### config.mk
export PLATFORM = sky130hd
export DESIGN_NAME = ulp_regs
export DESIGN_NICKNAME = d
export VERILOG_FILES = /design/src/rtl/ulp_pkg.sv /design/src/rtl/ulp_mem_if.sv /design/src/rtl/ulp_fetch.sv /design/src/rtl/ulp_regs.sv
export SDC_FILE = /design/constraint.sdc
export NUM_CORES = 1
export LEC_CHECK = 0
export BUFFER_PORTS_ARGS = -buffer_cell sky130_fd_sc_hd__buf_2
export CAP_MARGIN = 20
export CORE_ASPECT_RATIO = 0.7
export CORE_MARGIN = 1
export CORE_UTILIZATION = 44
export DETAILED_ROUTE_END_ITERATION = 7
export PLACE_DENSITY = 0.78
export SYNTH_ARGS = -nofsm -noshare
export SYNTH_HDL_FRONTEND = slang
export SYNTH_SLANG_ARGS = --single-unit
### constraint.sdc
create_clock -name mclk_i -period 8.3 [get_ports mclk_i]
set_input_delay 1.66 -clock mclk_i [delete_from_list [all_inputs] [get_ports mclk_i]]
set_output_delay 1.66 -clock mclk_i [all_outputs]
set_load 0.03 [all_outputs]
### src/rtl/ulp_pkg.sv
// Package for the list pointer register bank: offsets, field layout, reset values.
// Assumes a 32-bit register access port with byte offsets inside the function window.
package ulp_pkg;
  localparam logic [7:0] OFF_COMM_AREA = 8'h18;
  localparam logic [7:0] OFF_PERIODIC_CUR = 8'h1c;
  localparam logic [7:0] OFF_CONTROL_HEAD = 8'h20;
  localparam int COMM_AREA_LSB = 8;
  localparam int PTR_LSB = 4;
  localparam logic [31:0] COMM_AREA_MASK = 32'hffffff00;
  localparam logic [31:0] PTR_MASK = 32'hfffffff0;
  localparam logic [31:0] RST_VAL = 32'h00000000;
  localparam logic [31:0] OFF_PERIODIC_IN_AREA = 32'h00000000;
  localparam logic [31:0] OFF_CONTROL_IN_AREA = 32'h00000004;
  typedef enum logic [1:0] {ULP_IDLE, ULP_FETCH, ULP_WAIT} ulp_state_t;
endpackage

### src/rtl/ulp_mem_if.sv
// Interface between the register bank and its memory fetch helper.
// Assumes a single clock domain.
`timescale 1ns/100ps
interface ulp_mem_if;
  logic req;
  logic [31:0] addr;
  logic done;
  logic [31:0] data;
  modport bank (output req, output addr, input done, input data);
  modport fetch (input req, input addr, output done, output data);
endinterface

### src/rtl/ulp_fetch.sv
// Memory fetch helper: one read of system memory per request, data registered.
// Assumes the memory port answers with a one-cycle valid pulse.
`timescale 1ns/100ps
module ulp_fetch
(
  // Clock and reset
  input wire logic mclk_i,
  input wire logic rst_i,
  // Bank side
  ulp_mem_if.fetch mif,
  // System memory read port
  output logic mem_rd_o,
  output logic [31:0] mem_addr_o,
  input wire logic mem_valid_i,
  input wire logic [31:0] mem_data_i
);
  typedef struct packed
  {
    logic busy;
    logic done;
    logic [31:0] addr;
    logic [31:0] data;
  } ulp_fetch_t;
  ulp_fetch_t s_r;
  ulp_fetch_t s_nxt;

  always_comb
  begin
    s_nxt = s_r;
    s_nxt.done = 1'b0;
    if (!s_r.busy && mif.req)
    begin
      s_nxt.busy = 1'b1;
      s_nxt.addr = mif.addr;
    end
    else if (s_r.busy && mem_valid_i)
    begin
      s_nxt.busy = 1'b0;
      s_nxt.done = 1'b1;
      s_nxt.data = mem_data_i;
    end
  end

  always_ff @(posedge mclk_i or posedge rst_i)
  begin
    if (rst_i)
      s_r <= '0;
    else
      s_r <= s_nxt;
  end

  assign mem_rd_o = s_r.busy;
  assign mem_addr_o = s_r.addr;
  assign mif.done = s_r.done;
  assign mif.data = s_r.data;
endmodule

### src/rtl/ulp_regs.sv
// List pointer register bank: communication area base, periodic current and control head.
// Assumes a synchronous 32-bit register port and a list walker reporting descriptor updates.
`timescale 1ns/100ps
// Summary of operation
// Communication area base low eight bits read zero
// Software writes ones to find alignment
// Base address bits 31:8 read/write at 18h
// Base addresses shared control structures and table
// Software writes reserved bits with reset value
// Periodic current pointer bits 31:4 at 1Ch
// Controller updates periodic pointer; software read-only
// Software may read periodic pointer anytime
// Control list walk starts at head 20h
// Control head loaded from area at init
// All pointers clear to zero on reset
module ulp_regs
(
  // Clock and reset
  input wire logic mclk_i,
  input wire logic rst_i,
  // Register access port
  input wire logic reg_wr_i,
  input wire logic reg_rd_i,
  input wire logic [7:0] reg_addr_i,
  input wire logic [31:0] reg_wdata_i,
  output logic [31:0] reg_rdata_o,
  // List walker
  input wire logic init_start_i,
  output logic init_busy_o,
  input wire logic periodic_upd_i,
  input wire logic [31:0] periodic_ptr_i,
  output logic [31:0] comm_area_base_o,
  output logic [31:0] periodic_current_descriptor_o,
  output logic [31:0] control_list_head_o,
  // System memory read port
  output logic mem_rd_o,
  output logic [31:0] mem_addr_o,
  input wire logic mem_valid_i,
  input wire logic [31:0] mem_data_i
);
  typedef struct packed
  {
    ulp_pkg::ulp_state_t st;
    logic [31:0] comm_area;
    logic [31:0] periodic_cur;
    logic [31:0] control_head;
    logic [31:0] rdata;
  } ulp_regs_t;
  ulp_regs_t s_r;
  ulp_regs_t s_nxt;
  ulp_mem_if mif ();

  ulp_fetch u_fetch
  (
    .mclk_i(mclk_i),
    .rst_i(rst_i),
    .mif(mif),
    .mem_rd_o(mem_rd_o),
    .mem_addr_o(mem_addr_o),
    .mem_valid_i(mem_valid_i),
    .mem_data_i(mem_data_i)
  );

  always_comb
  begin
    s_nxt = s_r;
    // Software write path; only the base register accepts writes
    if (reg_wr_i && reg_addr_i == ulp_pkg::OFF_COMM_AREA)
      s_nxt.comm_area = reg_wdata_i & ulp_pkg::COMM_AREA_MASK;
    // Walker updates the periodic pointer after each descriptor
    if (periodic_upd_i)
      s_nxt.periodic_cur = periodic_ptr_i & ulp_pkg::PTR_MASK;
    // Initialization fetch of the control list head from the area
    unique case (s_r.st)
      ulp_pkg::ULP_IDLE:
      begin
        if (init_start_i)
          s_nxt.st = ulp_pkg::ULP_FETCH;
      end
      ulp_pkg::ULP_FETCH:
        s_nxt.st = ulp_pkg::ULP_WAIT;
      ulp_pkg::ULP_WAIT:
      begin
        if (mif.done)
        begin
          s_nxt.control_head = mif.data & ulp_pkg::PTR_MASK;
          s_nxt.st = ulp_pkg::ULP_IDLE;
        end
      end
    endcase
    // Read path; unmapped offsets read zero
    if (reg_rd_i)
    begin
      unique case (reg_addr_i)
        ulp_pkg::OFF_COMM_AREA: s_nxt.rdata = s_r.comm_area;
        ulp_pkg::OFF_PERIODIC_CUR: s_nxt.rdata = s_r.periodic_cur;
        ulp_pkg::OFF_CONTROL_HEAD: s_nxt.rdata = s_r.control_head;
        default: s_nxt.rdata = ulp_pkg::RST_VAL;
      endcase
    end
  end

  always_ff @(posedge mclk_i or posedge rst_i)
  begin
    if (rst_i)
    begin
      s_r <= '0;
    end
    else
      s_r <= s_nxt;
  end

  // Fetch address is inside the shared area
  assign mif.req = (s_r.st == ulp_pkg::ULP_FETCH);
  assign mif.addr = s_r.comm_area + ulp_pkg::OFF_CONTROL_IN_AREA;
  assign init_busy_o = (s_r.st != ulp_pkg::ULP_IDLE);
  assign reg_rdata_o = s_r.rdata;
  assign comm_area_base_o = s_r.comm_area;
  assign periodic_current_descriptor_o = s_r.periodic_cur;
  assign control_list_head_o = s_r.control_head;
endmodule

==> results of run 1 <==
-- flip-flops by register name, summed over array words and instances, names as in the netlist --
name / cells
control_list_head_o: 28
periodic_current_descriptor_o: 28
reg_rdata_o: 28
u_fetch.mif.data: 28
u_fetch.mem_addr_o: 25
comm_area_base_o: 24
s_r: 2
u_fetch.mem_rd_o: 1
u_fetch.mif.done: 1
-- per-stage QoR --
step	setup slack, ns	util
after floorplan	2.18	-
after global placement	4.43	0.478
after detailed placement	4.36	0.478
after CTS	4.81	0.513
after global routing	4.71	0.513
final	4.81	0.513
-- power groups by stage --
stage               registers [mW]  logic, mW  clock network [mW]
floorplan                     1.16      0.652                   0
global placement              1.13      0.783                   0
detailed placement            1.14      0.798                   0
CTS                           1.13      0.800               0.838
global route                  1.16      0.841               0.874
finish                        1.13      0.792               0.819
-- routing by layer --
layer  wire (microns)  global-route usage  up-vias
li1                 -                   -     2110
met1             8220               0.282     2417
met2             8130               0.318      210
met3             1340              0.0590       16
met4              203              0.0560        0
met5                0                   0        -
-- placed cells by master (no fill, tap or decap), types with 2 or more instances in the layout --
cell          n
a22oi_1      12
nand2_2       2
ha_1          3
clkinv_4      3
buf_2       229
buf_4         3
inv_1        23
a32oi_1       5
clkinvlp_4    2
clkbuf_16    17
bufinv_16     2
o22ai_1      18
mux2_4       20
conb_1       27
nor2b_1      11
nor2_1        2
dfrtp_1     165
a22o_1       11
inv_6         5
a221o_1      11
mux2_2      126
clkbuf_8      4
-- cell type report --
cell class	instances	area, sq um	share of cell area
inverters	24	95.1	0.0108
flip-flops and latches	165	4130	0.467
repair buffers	232	1170	0.132
clock inverters	11	136	0.0154
clock buffers	21	480	0.0544
multi-input cells	260	2540	0.287
well taps	231	289	0.0327
-- cells by family (layout without fill, tap and decap cells) --
| kind of cell | Yosys count | after routing |
|---|---|---|
| AOI/OAI and AO/OA | 58 | 58 |
| adders and majority gates | 3 | 3 |
| buffers and inverters | 186 | 288 |
| DFF | 165 | 165 |
| muxes | 147 | 147 |
| other | 1 | 27 |
| and+or+nand+nor | 25 | 25 |
-- how the worst min path moves through the flow --
stage,startpoint,to,slack (ns),cells past startpoint
floorplan,u_fetch.mif.data[10],control_list_head_o[10],0.47,1
global placement,u_fetch.mem_addr_o[2],u_fetch.mem_addr_o[2],0.44,1
detailed placement,u_fetch.mem_addr_o[2],u_fetch.mem_addr_o[2],0.45,1
CTS,u_fetch.mem_addr_o[2],u_fetch.mem_addr_o[2],0.47,1
global route,u_fetch.mem_addr_o[2],u_fetch.mem_addr_o[2],0.50,1
finish,u_fetch.mem_addr_o[2],u_fetch.mem_addr_o[2],0.47,1
==> reports/results.tsv, run 1 <==
stage	metric	value	unit
outcome	outcome	finished, final reports clean	
pwr	p_seq_frac	0.412	
worst_setup_path	r2r_start	s_r[128]	
global_route	grt_max_degree	92	
die	dieArea	18300	sq um
die	ios	273	
flow_run	drv_cap	0	
worst_setup_path	rr_worst_depth	4	
die	die_h	113	microns
die	die_w	161	microns
placed_design	dp_cells	912	
worst_setup_path	cp-endpoint	comm_area_base_o[8]	
clock_tree	clk_latency	0.42	ns
logic_synthesis	yosys-top-cells-area	dfrtp_1 53%, mux2_2 18%, buf_4 13%	
final_layout	n_fill_cell	1500	
logic_synthesis	synthTopCellsByCount	165 x dfrtp_1, 136 x buf_4, 126 x mux2_2	
worst_setup_path	arrival	3.78	ns
worst_setup_path	crit_chain	buf_2 > and3b_2 > nand4_4 > mux2_4	
pwr	powerDensity	310	nW/um^2
clock_tree	root_buffer	clkbuf_16	
logic_synthesis	synthMuxAreaShare	0.222	
timing	skew	0.0139	ns
logic_synthesis	synth.distinct_cells	28	
routing	vias_per_cell	5.03	
clock_tree	clock-sinks	165	
logic_synthesis	synth.avg_cell_area	13.3	sq um
logic_synthesis	synthAdderAreaFrac	0.00482	
logic_synthesis	synth_top_family_by_area	multiplexers	
pwr	clkPwrFrac	0.299	
worst_setup_path	r2r_setup_slack	6.44	ns
final_layout	synthToLayoutAreaGrowth	13.4	%
logic_synthesis	seq_area_frac_synth	0.530	
clock_tree	cts_max_level	4	
worst_hold_path	hp-class	reg -> reg	
routing	drc	0	
timing	period_share	0.420	
clock_tree	postCtsSetupRepairBufs	0	
pwr	fin_total_pwr	2.74	mW
worst_setup_path	cpPeakStageDelay	0.76	ns
final_layout	fin_area	8840	sq um
routing	drt-initial-drc-count	250	
final_layout	drive_gt1_frac	0.588	
timing	fmax	0.287	GHz
logic_synthesis	yosys.area_share.xor_xnor	0	
worst_setup_path	cpLargestDelayFamily	simple AND/OR/NAND/NOR gates	
logic_synthesis	synth-edff-count	0	
timing	tightest_slew	0.947	ns
timing	finalHoldViolations	0	
worst_setup_path	path_max_fanout	31	
pwr	p_leak	4.55	nW
timing	finalSetupViolCount	0	
logic_synthesis	synth-compound-area-share	0.0591	
final_layout	diodes	0	
worst_setup_path	crit_path_start	reg_addr_i[5]	
worst_setup_path	slowest_stage	and3b_2	
global_route	overflow	0	
clock_tree	cts_hold_buffers	0	
placed_design	io_buffers	229	
logic_synthesis	yosysTopAreaCell	dfrtp_1	
placed_design	hpwl	12.0	mm
logic_synthesis	synthSimpleGateAreaFrac	0.0242	
routing	wl_per_cell	19.0	microns
clock_tree	max-clock-path-buffers	2	
final_layout	nets	814	
pwr	netSwitchingFraction	0.347	
routing	wl	17.9	mm
clock_tree	cts_tree	built	
worst_setup_path	path_depth	4	
logic_synthesis	yosysWarnings	0	
logic_synthesis	yosys.cell_count.top_type	dfrtp_1	
logic_synthesis	async_flop_share	1.00	
die	start_util	0.453	
timing	hold_slack	0.469	ns
placed_design	place_area	8220	sq um
global_route	grt_first_pass_wirelength	28.0	mm
routing	drt_pre_antenna_iters	4	
global_route	grt_pass1_vias	4880	
logic_synthesis	synth_cells	585	
logic_synthesis	yosys_register_bits	165	
timing	tns	0	ns
die	rows	40	
die	core_area	17200	sq um
worst_setup_path	crit_required	8.60	ns
worst_setup_path	start_kind	input port	
logic_synthesis	synth_top_area_share	0.530	
pwr	p_sw	0.951	mW
logic_synthesis	synth_flop_cell	dfrtp_1	
logic_synthesis	syn_area	7790	sq um
global_route	track_usage	0.205	
pwr	ir_drop	0.227	mV
worst_setup_path	crit_type	in -> reg	
timing	slew_headroom	0.368	
pwr	p_int	1.79	mW
pwr	combPwrFrac	0.289	
placed_design	place_congestion	0.772	
worst_setup_path	cp_num_buf_inv	1	
clock_tree	cts_resized	0	
routing	drtAntennaViolNets	0	
clock_tree	path_clk_slew	0.06	ns
clock_tree	numCtsBuffers	17	
timing	rsz0062_at_grt	false	
routing	via_count	4753	
worst_setup_path	rr_endpoint	control_list_head_o[9]	
timing	period_needed	3.49	ns
timing	final_max_slew_viol_count	0	
global_route	antenna_found_initial	0	
worst_setup_path	end_kind	register	
final_layout	layout.cells.non_filler	944	
(Power assumes the default switching activity.)
==> inputs of run 2 (changes only) <==
Clock period 8.3 ns to 3.4 ns, I/O delays scaled along.
==> reports/results.tsv, run 2 (synthesis gave the netlist of run 1 again) <==
stage	metric	value	unit	change
worst_setup_path	start_kind	input port		unchanged
clock_tree	numCtsBuffers	17		unchanged
routing	via_count	4701		was 4753
timing	slew_headroom	0.415		was 0.368
routing	drt_pre_antenna_iters	4		unchanged
pwr	p_leak	4.57	nW	was 4.55 nW
routing	drtAntennaViolNets	0		unchanged
final_layout	final_common_cell	buf_2		unchanged
pwr	p_seq_frac	0.410		was 0.412
placed_design	dp_cells	916		was 912
global_route	track_usage	0.203		was 0.205
routing	drt-initial-drc-count	321		was 250
timing	period_needed	2.17	ns	
pwr	p_sw	2.32	mW	was 0.951 mW
final_layout	utilization	0.517		was 0.513
final_layout	seq_area	4130	sq um	unchanged
worst_setup_path	arrival	2.47	ns	was 3.78 ns
timing	rsz0062_at_grt	false		unchanged
worst_setup_path	r2r_setup_slack	1.56	ns	was 6.44 ns
clock_tree	path_clk_slew	0.07	ns	was 0.06 ns
worst_setup_path	cpPeakStageDelay	0.63	ns	was 0.76 ns
timing	tns	0	ns	unchanged
placed_design	hpwl	12.4	mm	was 12.0 mm
clock_tree	clk_latency	0.42	ns	about the same
timing	finalSetupViolCount	0		unchanged
worst_hold_path	hp-class	in -> async		was reg -> reg
timing	tightest_slew	0.874	ns	was 0.947 ns
worst_setup_path	crit_path_start	reg_addr_i[3]		was reg_addr_i[5]
die	rows	40		unchanged
die	core_area	17200	sq um	unchanged
pwr	ir_drop	0.841	mV	was 0.227 mV
final_layout	layout.cells.non_filler	948		was 944
worst_setup_path	crit_required	3.69	ns	was 8.60 ns
worst_setup_path	crit_chain	buf_2 > and3b_2 > nand4_4 > mux2_4		unchanged
outcome	outcome	finished, final reports clean		unchanged
final_layout	diodes	0		unchanged
worst_setup_path	rr_worst_depth	4		unchanged
worst_setup_path	end_kind	register		unchanged
placed_design	place_congestion	0.774		was 0.772
final_layout	nets	818		was 814
worst_setup_path	cp-endpoint	comm_area_base_o[17]		was comm_area_base_o[8]
die	die_h	113	microns	unchanged
worst_setup_path	r2r_start	s_r[129]		was s_r[128]
timing	finalHoldViolations	0		unchanged
final_layout	n_fill_cell	1510		was 1500
pwr	powerDensity	755	nW/um^2	was 310 nW/um^2
pwr	p_int	4.40	mW	was 1.79 mW
final_layout	multi_input_area	2540	sq um	unchanged
pwr	clkPwrFrac	0.302		was 0.299
final_layout	layout.cells.most_common_list	229 x buf_2, 165 x dfrtp_1, 126 x mux2_2, 27 x conb_1, 23 x inv_1		unchanged
worst_setup_path	rr_endpoint	u_fetch.mem_addr_o[31]		was control_list_head_o[9]
die	die_w	161	microns	unchanged
clock_tree	root_buffer	clkbuf_16		unchanged
clock_tree	max-clock-path-buffers	2		unchanged
clock_tree	clock-sinks	165		unchanged
placed_design	io_buffers	229		unchanged
final_layout	drive_gt1_frac	0.590		was 0.588
routing	wl	18.0	mm	was 17.9 mm
pwr	combPwrFrac	0.288		was 0.289
worst_setup_path	crit_type	in -> reg		unchanged
clock_tree	cts_resized	0		unchanged
timing	skew	0.00853	ns	was 0.0139 ns
global_route	overflow	0		unchanged
die	ios	273		unchanged
clock_tree	cts_max_level	4		unchanged
global_route	grt_max_degree	69		was 92
global_route	grt_pass1_vias	4733		was 4880
die	start_util	0.453		unchanged
clock_tree	cts_hold_buffers	0		unchanged
routing	drc	0		unchanged
die	dieArea	18300	sq um	unchanged
final_layout	synthToLayoutAreaGrowth	14.2	%	was 13.4%
flow_run	drv_cap	0		unchanged
global_route	grt_first_pass_wirelength	27.7	mm	was 28.0 mm
global_route	antenna_found_initial	1		was 0
timing	fmax	0.460	GHz	
worst_setup_path	path_max_fanout	24		was 31
routing	vias_per_cell	4.96		was 5.03
pwr	netSwitchingFraction	0.345		was 0.347
routing	wl_per_cell	18.9	microns	was 19.0 microns
clock_tree	postCtsSetupRepairBufs	0		unchanged
timing	final_max_slew_viol_count	0		unchanged
timing	period_share	0.639		
worst_setup_path	slowest_stage	nand4_4		was and3b_2
clock_tree	cts_tree	built		unchanged
==> run 2: power groups by stage <==
stage               combinational [mW]  clock [mW]  sequential, mW
finish                            1.94        2.03            2.75
detailed placement                1.95           0            2.79
CTS                               1.96        2.07            2.75
global placement                  1.92           0            2.75
floorplan                         1.59           0            2.84
global route                      2.05        2.17            2.82
==> run 2: worst min-delay path by stage <==
stage | startpoint | endpoint | slack, ns | cells after the start
3_3_place_gp | u_fetch.mem_addr_o[2] | u_fetch.mem_addr_o[2] | 0.45 | 1
6_report | rst_i | u_fetch.mem_addr_o[24] | 0.40 | 2
2_1_floorplan | u_fetch.mif.data[10] | control_list_head_o[10] | 0.47 | 1
3_5_place_dp | u_fetch.mem_addr_o[2] | u_fetch.mem_addr_o[2] | 0.48 | 1
5_1_grt | rst_i | u_fetch.mem_addr_o[19] | 0.45 | 2
4_1_cts | rst_i | u_fetch.mem_addr_o[19] | 0.41 | 2
==> run 2: per-stage QoR <==
stage                     area (sq um)  hold WS, ns  total power, mW  setup slack [ns]
final                             8900        0.403             6.72              1.23
after CTS                         8900        0.411             6.78              1.21
after detailed placement          8280        0.482             4.74             0.762
after global placement            8280        0.446             4.67             0.824
after floorplan                   7890        0.475             4.43             0.621
after global routing              8900        0.449             7.04              1.17
==> run 2: metal layers <==
metal	share of wire	up-vias	wire length, microns	track usage
met2	0.46	188	8210	0.312
met4	0.011	0	191	0.0591
met1	0.46	2390	8190	0.278
met3	0.076	15	1360	0.0616
met5	0	-	0	0
li1	-	2108	-	-
==> run 2: cell type report <==
| cell class | count | share of cell area |
|---|---|---|
| clock buffers | 19 | 0.0509 |
| clock inverters | 13 | 0.0188 |
| multi-input cells | 260 | 0.286 |
| repair buffers | 236 | 0.138 |
| well taps | 231 | 0.0325 |
| flip-flops and latches | 165 | 0.464 |
| inverters | 24 | 0.0105 |
==> run 2: worst max-delay path: cells and delay by family <==
kind	cells	cell delay, ns
buffers and inverters	1	0.15
AND/OR/NAND/NOR	2	1.08
multiplexers	1	0.53
==> inputs of run 3 (changes only) <==
Clock period 3.4 ns to 2.2 ns, I/O delays scaled along.
==> reports/results.tsv, run 3 (synthesis gave the netlist of run 1 again) <==
stage	metric	value	unit	change
outcome	outcome	finished, final reports clean		unchanged
placed_design	dp_cells	929		was 916
die	core_area	17200	sq um	unchanged
die	ios	273		unchanged
pwr	netSwitchingFraction	0.343		was 0.345
clock_tree	cts_resized	0		unchanged
placed_design	place_congestion	0.771		was 0.774
placed_design	place_area	8400	sq um	was 8280 sq um
clock_tree	postCtsSetupRepairBufs	0		unchanged
final_layout	layout.cells.non_filler	962		was 948
worst_setup_path	start_kind	register		was input port
timing	slew_headroom	0.548		was 0.415
global_route	antenna_found_initial	1		unchanged
clock_tree	clock-sinks	165		unchanged
final_layout	n_fill_cell	1510		unchanged
die	rows	40		unchanged
worst_setup_path	crit_type	reg -> out		was in -> reg
timing	rsz0062_at_grt	false		unchanged
final_layout	synthToLayoutAreaGrowth	15.3	%	was 14.2%
timing	tns	0	ns	unchanged
timing	tightest_slew	0.678	ns	was 0.874 ns
timing	period_needed	1.76	ns	
final_layout	nets	831		was 818
clock_tree	numCtsBuffers	17		unchanged
clock_tree	cts_max_level	4		unchanged
worst_setup_path	cpLargestDelayFamily	buffers and inverters		was simple AND/OR/NAND/NOR gates
pwr	p_leak	4.63	nW	was 4.57 nW
pwr	ir_drop	1.17	mV	was 0.841 mV
routing	drt_pre_antenna_iters	4		unchanged
timing	period_share	0.800		
pwr	p_sw	3.51	mW	was 2.32 mW
timing	setup_slack	0.441	ns	was 1.23 ns
clock_tree	clk_latency	0.41	ns	was 0.42 ns
placed_design	io_buffers	229		unchanged
flow_run	drv_cap	0		unchanged
routing	via_count	4777		was 4701
final_layout	utilization	0.522		was 0.517
worst_setup_path	cpMostUsedCell	inv_1		
die	die_h	113	microns	unchanged
worst_setup_path	crit_required	1.76	ns	was 3.69 ns
clock_tree	cts_tree	built		unchanged
clock_tree	max-clock-path-buffers	2		unchanged
worst_setup_path	cp_num_buf_inv	3		was 1
clock_tree	root_buffer	clkbuf_16		unchanged
final_layout	drive_gt1_frac	0.593		was 0.590
placed_design	dpl_worst_slack	0.295	ns	was 0.762 ns
die	die_w	161	microns	unchanged
clock_tree	path_clk_slew	0.06	ns	was 0.07 ns
worst_setup_path	cpPeakStageDelay	0.35	ns	was 0.63 ns
pwr	p_int	6.74	mW	was 4.40 mW
worst_setup_path	slowest_stage	dfrtp_1		was nand4_4
worst_setup_path	arrival	1.32	ns	was 2.47 ns
global_route	grt_max_degree	87		was 69
final_layout	final_common_cell	buf_2		unchanged
worst_hold_path	hp-class	in -> async		unchanged
worst_setup_path	crit_chain	inv_1 > ha_1 > inv_1 > buf_2		was buf_2 > and3b_2 > nand4_4 > mux2_4
pwr	clkPwrFrac	0.288		was 0.302
final_layout	multi_input_area	2540	sq um	unchanged
pwr	powerDensity	1140	nW/um^2	was 755 nW/um^2
pwr	p_seq_frac	0.415		was 0.410
final_layout	seq_area	4130	sq um	unchanged
global_route	track_usage	0.203		about the same
worst_setup_path	crit_path_start	s_r[128]		was reg_addr_i[3]
timing	skew	0.0104	ns	was 0.00853 ns
routing	drtAntennaViolNets	0		unchanged
routing	wl_per_cell	18.5	microns	was 18.9 microns
global_route	overflow	0		unchanged
clock_tree	cts_hold_buffers	0		unchanged
routing	wl	17.8	mm	was 18.0 mm
die	dieArea	18300	sq um	unchanged
timing	fmax	0.568	GHz	
routing	drc	0		unchanged
final_layout	fin_area	8980	sq um	was 8900 sq um
worst_setup_path	r2r_start	s_r[129]		unchanged
placed_design	hpwl	12.8	mm	was 12.4 mm
die	start_util	0.453		unchanged
timing	final_max_slew_viol_count	0		unchanged
global_route	grt_pass1_vias	4833		was 4733
routing	drt-initial-drc-count	285		was 321
worst_setup_path	path_max_fanout	3		was 24
pwr	combPwrFrac	0.298		was 0.288
worst_setup_path	end_kind	output port		was register
timing	finalHoldViolations	0		unchanged
final_layout	layout.cells.most_common_list	229 x buf_2, 165 x dfrtp_1, 126 x mux2_2, 27 x conb_1, 23 x inv_1		unchanged
routing	vias_per_cell	4.97		was 4.96
timing	finalSetupViolCount	0		unchanged
global_route	grt_first_pass_wirelength	27.5	mm	was 27.7 mm
## run 3: cell types whose count changed in the layout (fill, tap and decap cells not counted)
cell,change
bufinv_16,-1
inv_6,-1
buf_4,+11
clkinv_4,-1
diode_2,+1
buf_12,+2
clkbuf_1,+3
## run 3: cell type report
class | instances | area share
timing repair buffer | 249 | 0.150
antenna | 1 | 0.000279
clock buffer | 22 | 0.0517
multi-input combinational | 260 | 0.283
inverter | 24 | 0.0104
sequential | 165 | 0.460
tap | 231 | 0.0322
clock inverter | 10 | 0.0134
## run 3: power by group through the flow
stage / Clock, mW / Sequential (mW) / Combinational (mW)
2_1_floorplan: 0 / 4.39 / 2.46
3_3_place_gp: 0 / 4.26 / 3.03
3_5_place_dp: 0 / 4.30 / 3.07
4_1_cts: 3.02 / 4.25 / 3.08
5_1_grt: 3.15 / 4.35 / 3.25
6_report: 2.95 / 4.25 / 3.05
## run 3: routing by layer
metal / routed length, microns / GRT usage / vias to the layer above
met2: 8210 / 0.318 / 188
met3: 1310 / 0.0612 / 13
met4: 144 / 0.0623 / 0
met5: 0 / 0 / -
met1: 8110 / 0.272 / 2438
li1: - / - / 2138
## run 3: path summary, 6_finish.rpt
kind,cells after the start,slack [ns],endpoint
min in group mclk_i,2,0.25,comm_area_base_o[24]
max in group asynchronous,3,1.45,comm_area_base_o[9]
min,3,0.14,u_fetch.mif.data[19]
min reg2reg,1,0.46,u_fetch.mem_addr_o[2]
max,4,0.44,init_busy_o
max reg2reg,5,0.50,u_fetch.mem_addr_o[15]
## run 3: tightest hold or removal path: stages
cell and delay [ns]:
buf_2 0.12, clkinvlp_4 0.09, buf_4 0.30
## run 3: metrics by stage
step,total power [mW],hold WS [ns]
floorplan,6.85,0.475
global placement,7.29,0.445
detailed placement,7.37,0.451
CTS,10.4,0.133
global route,10.7,0.156
finish,10.3,0.139
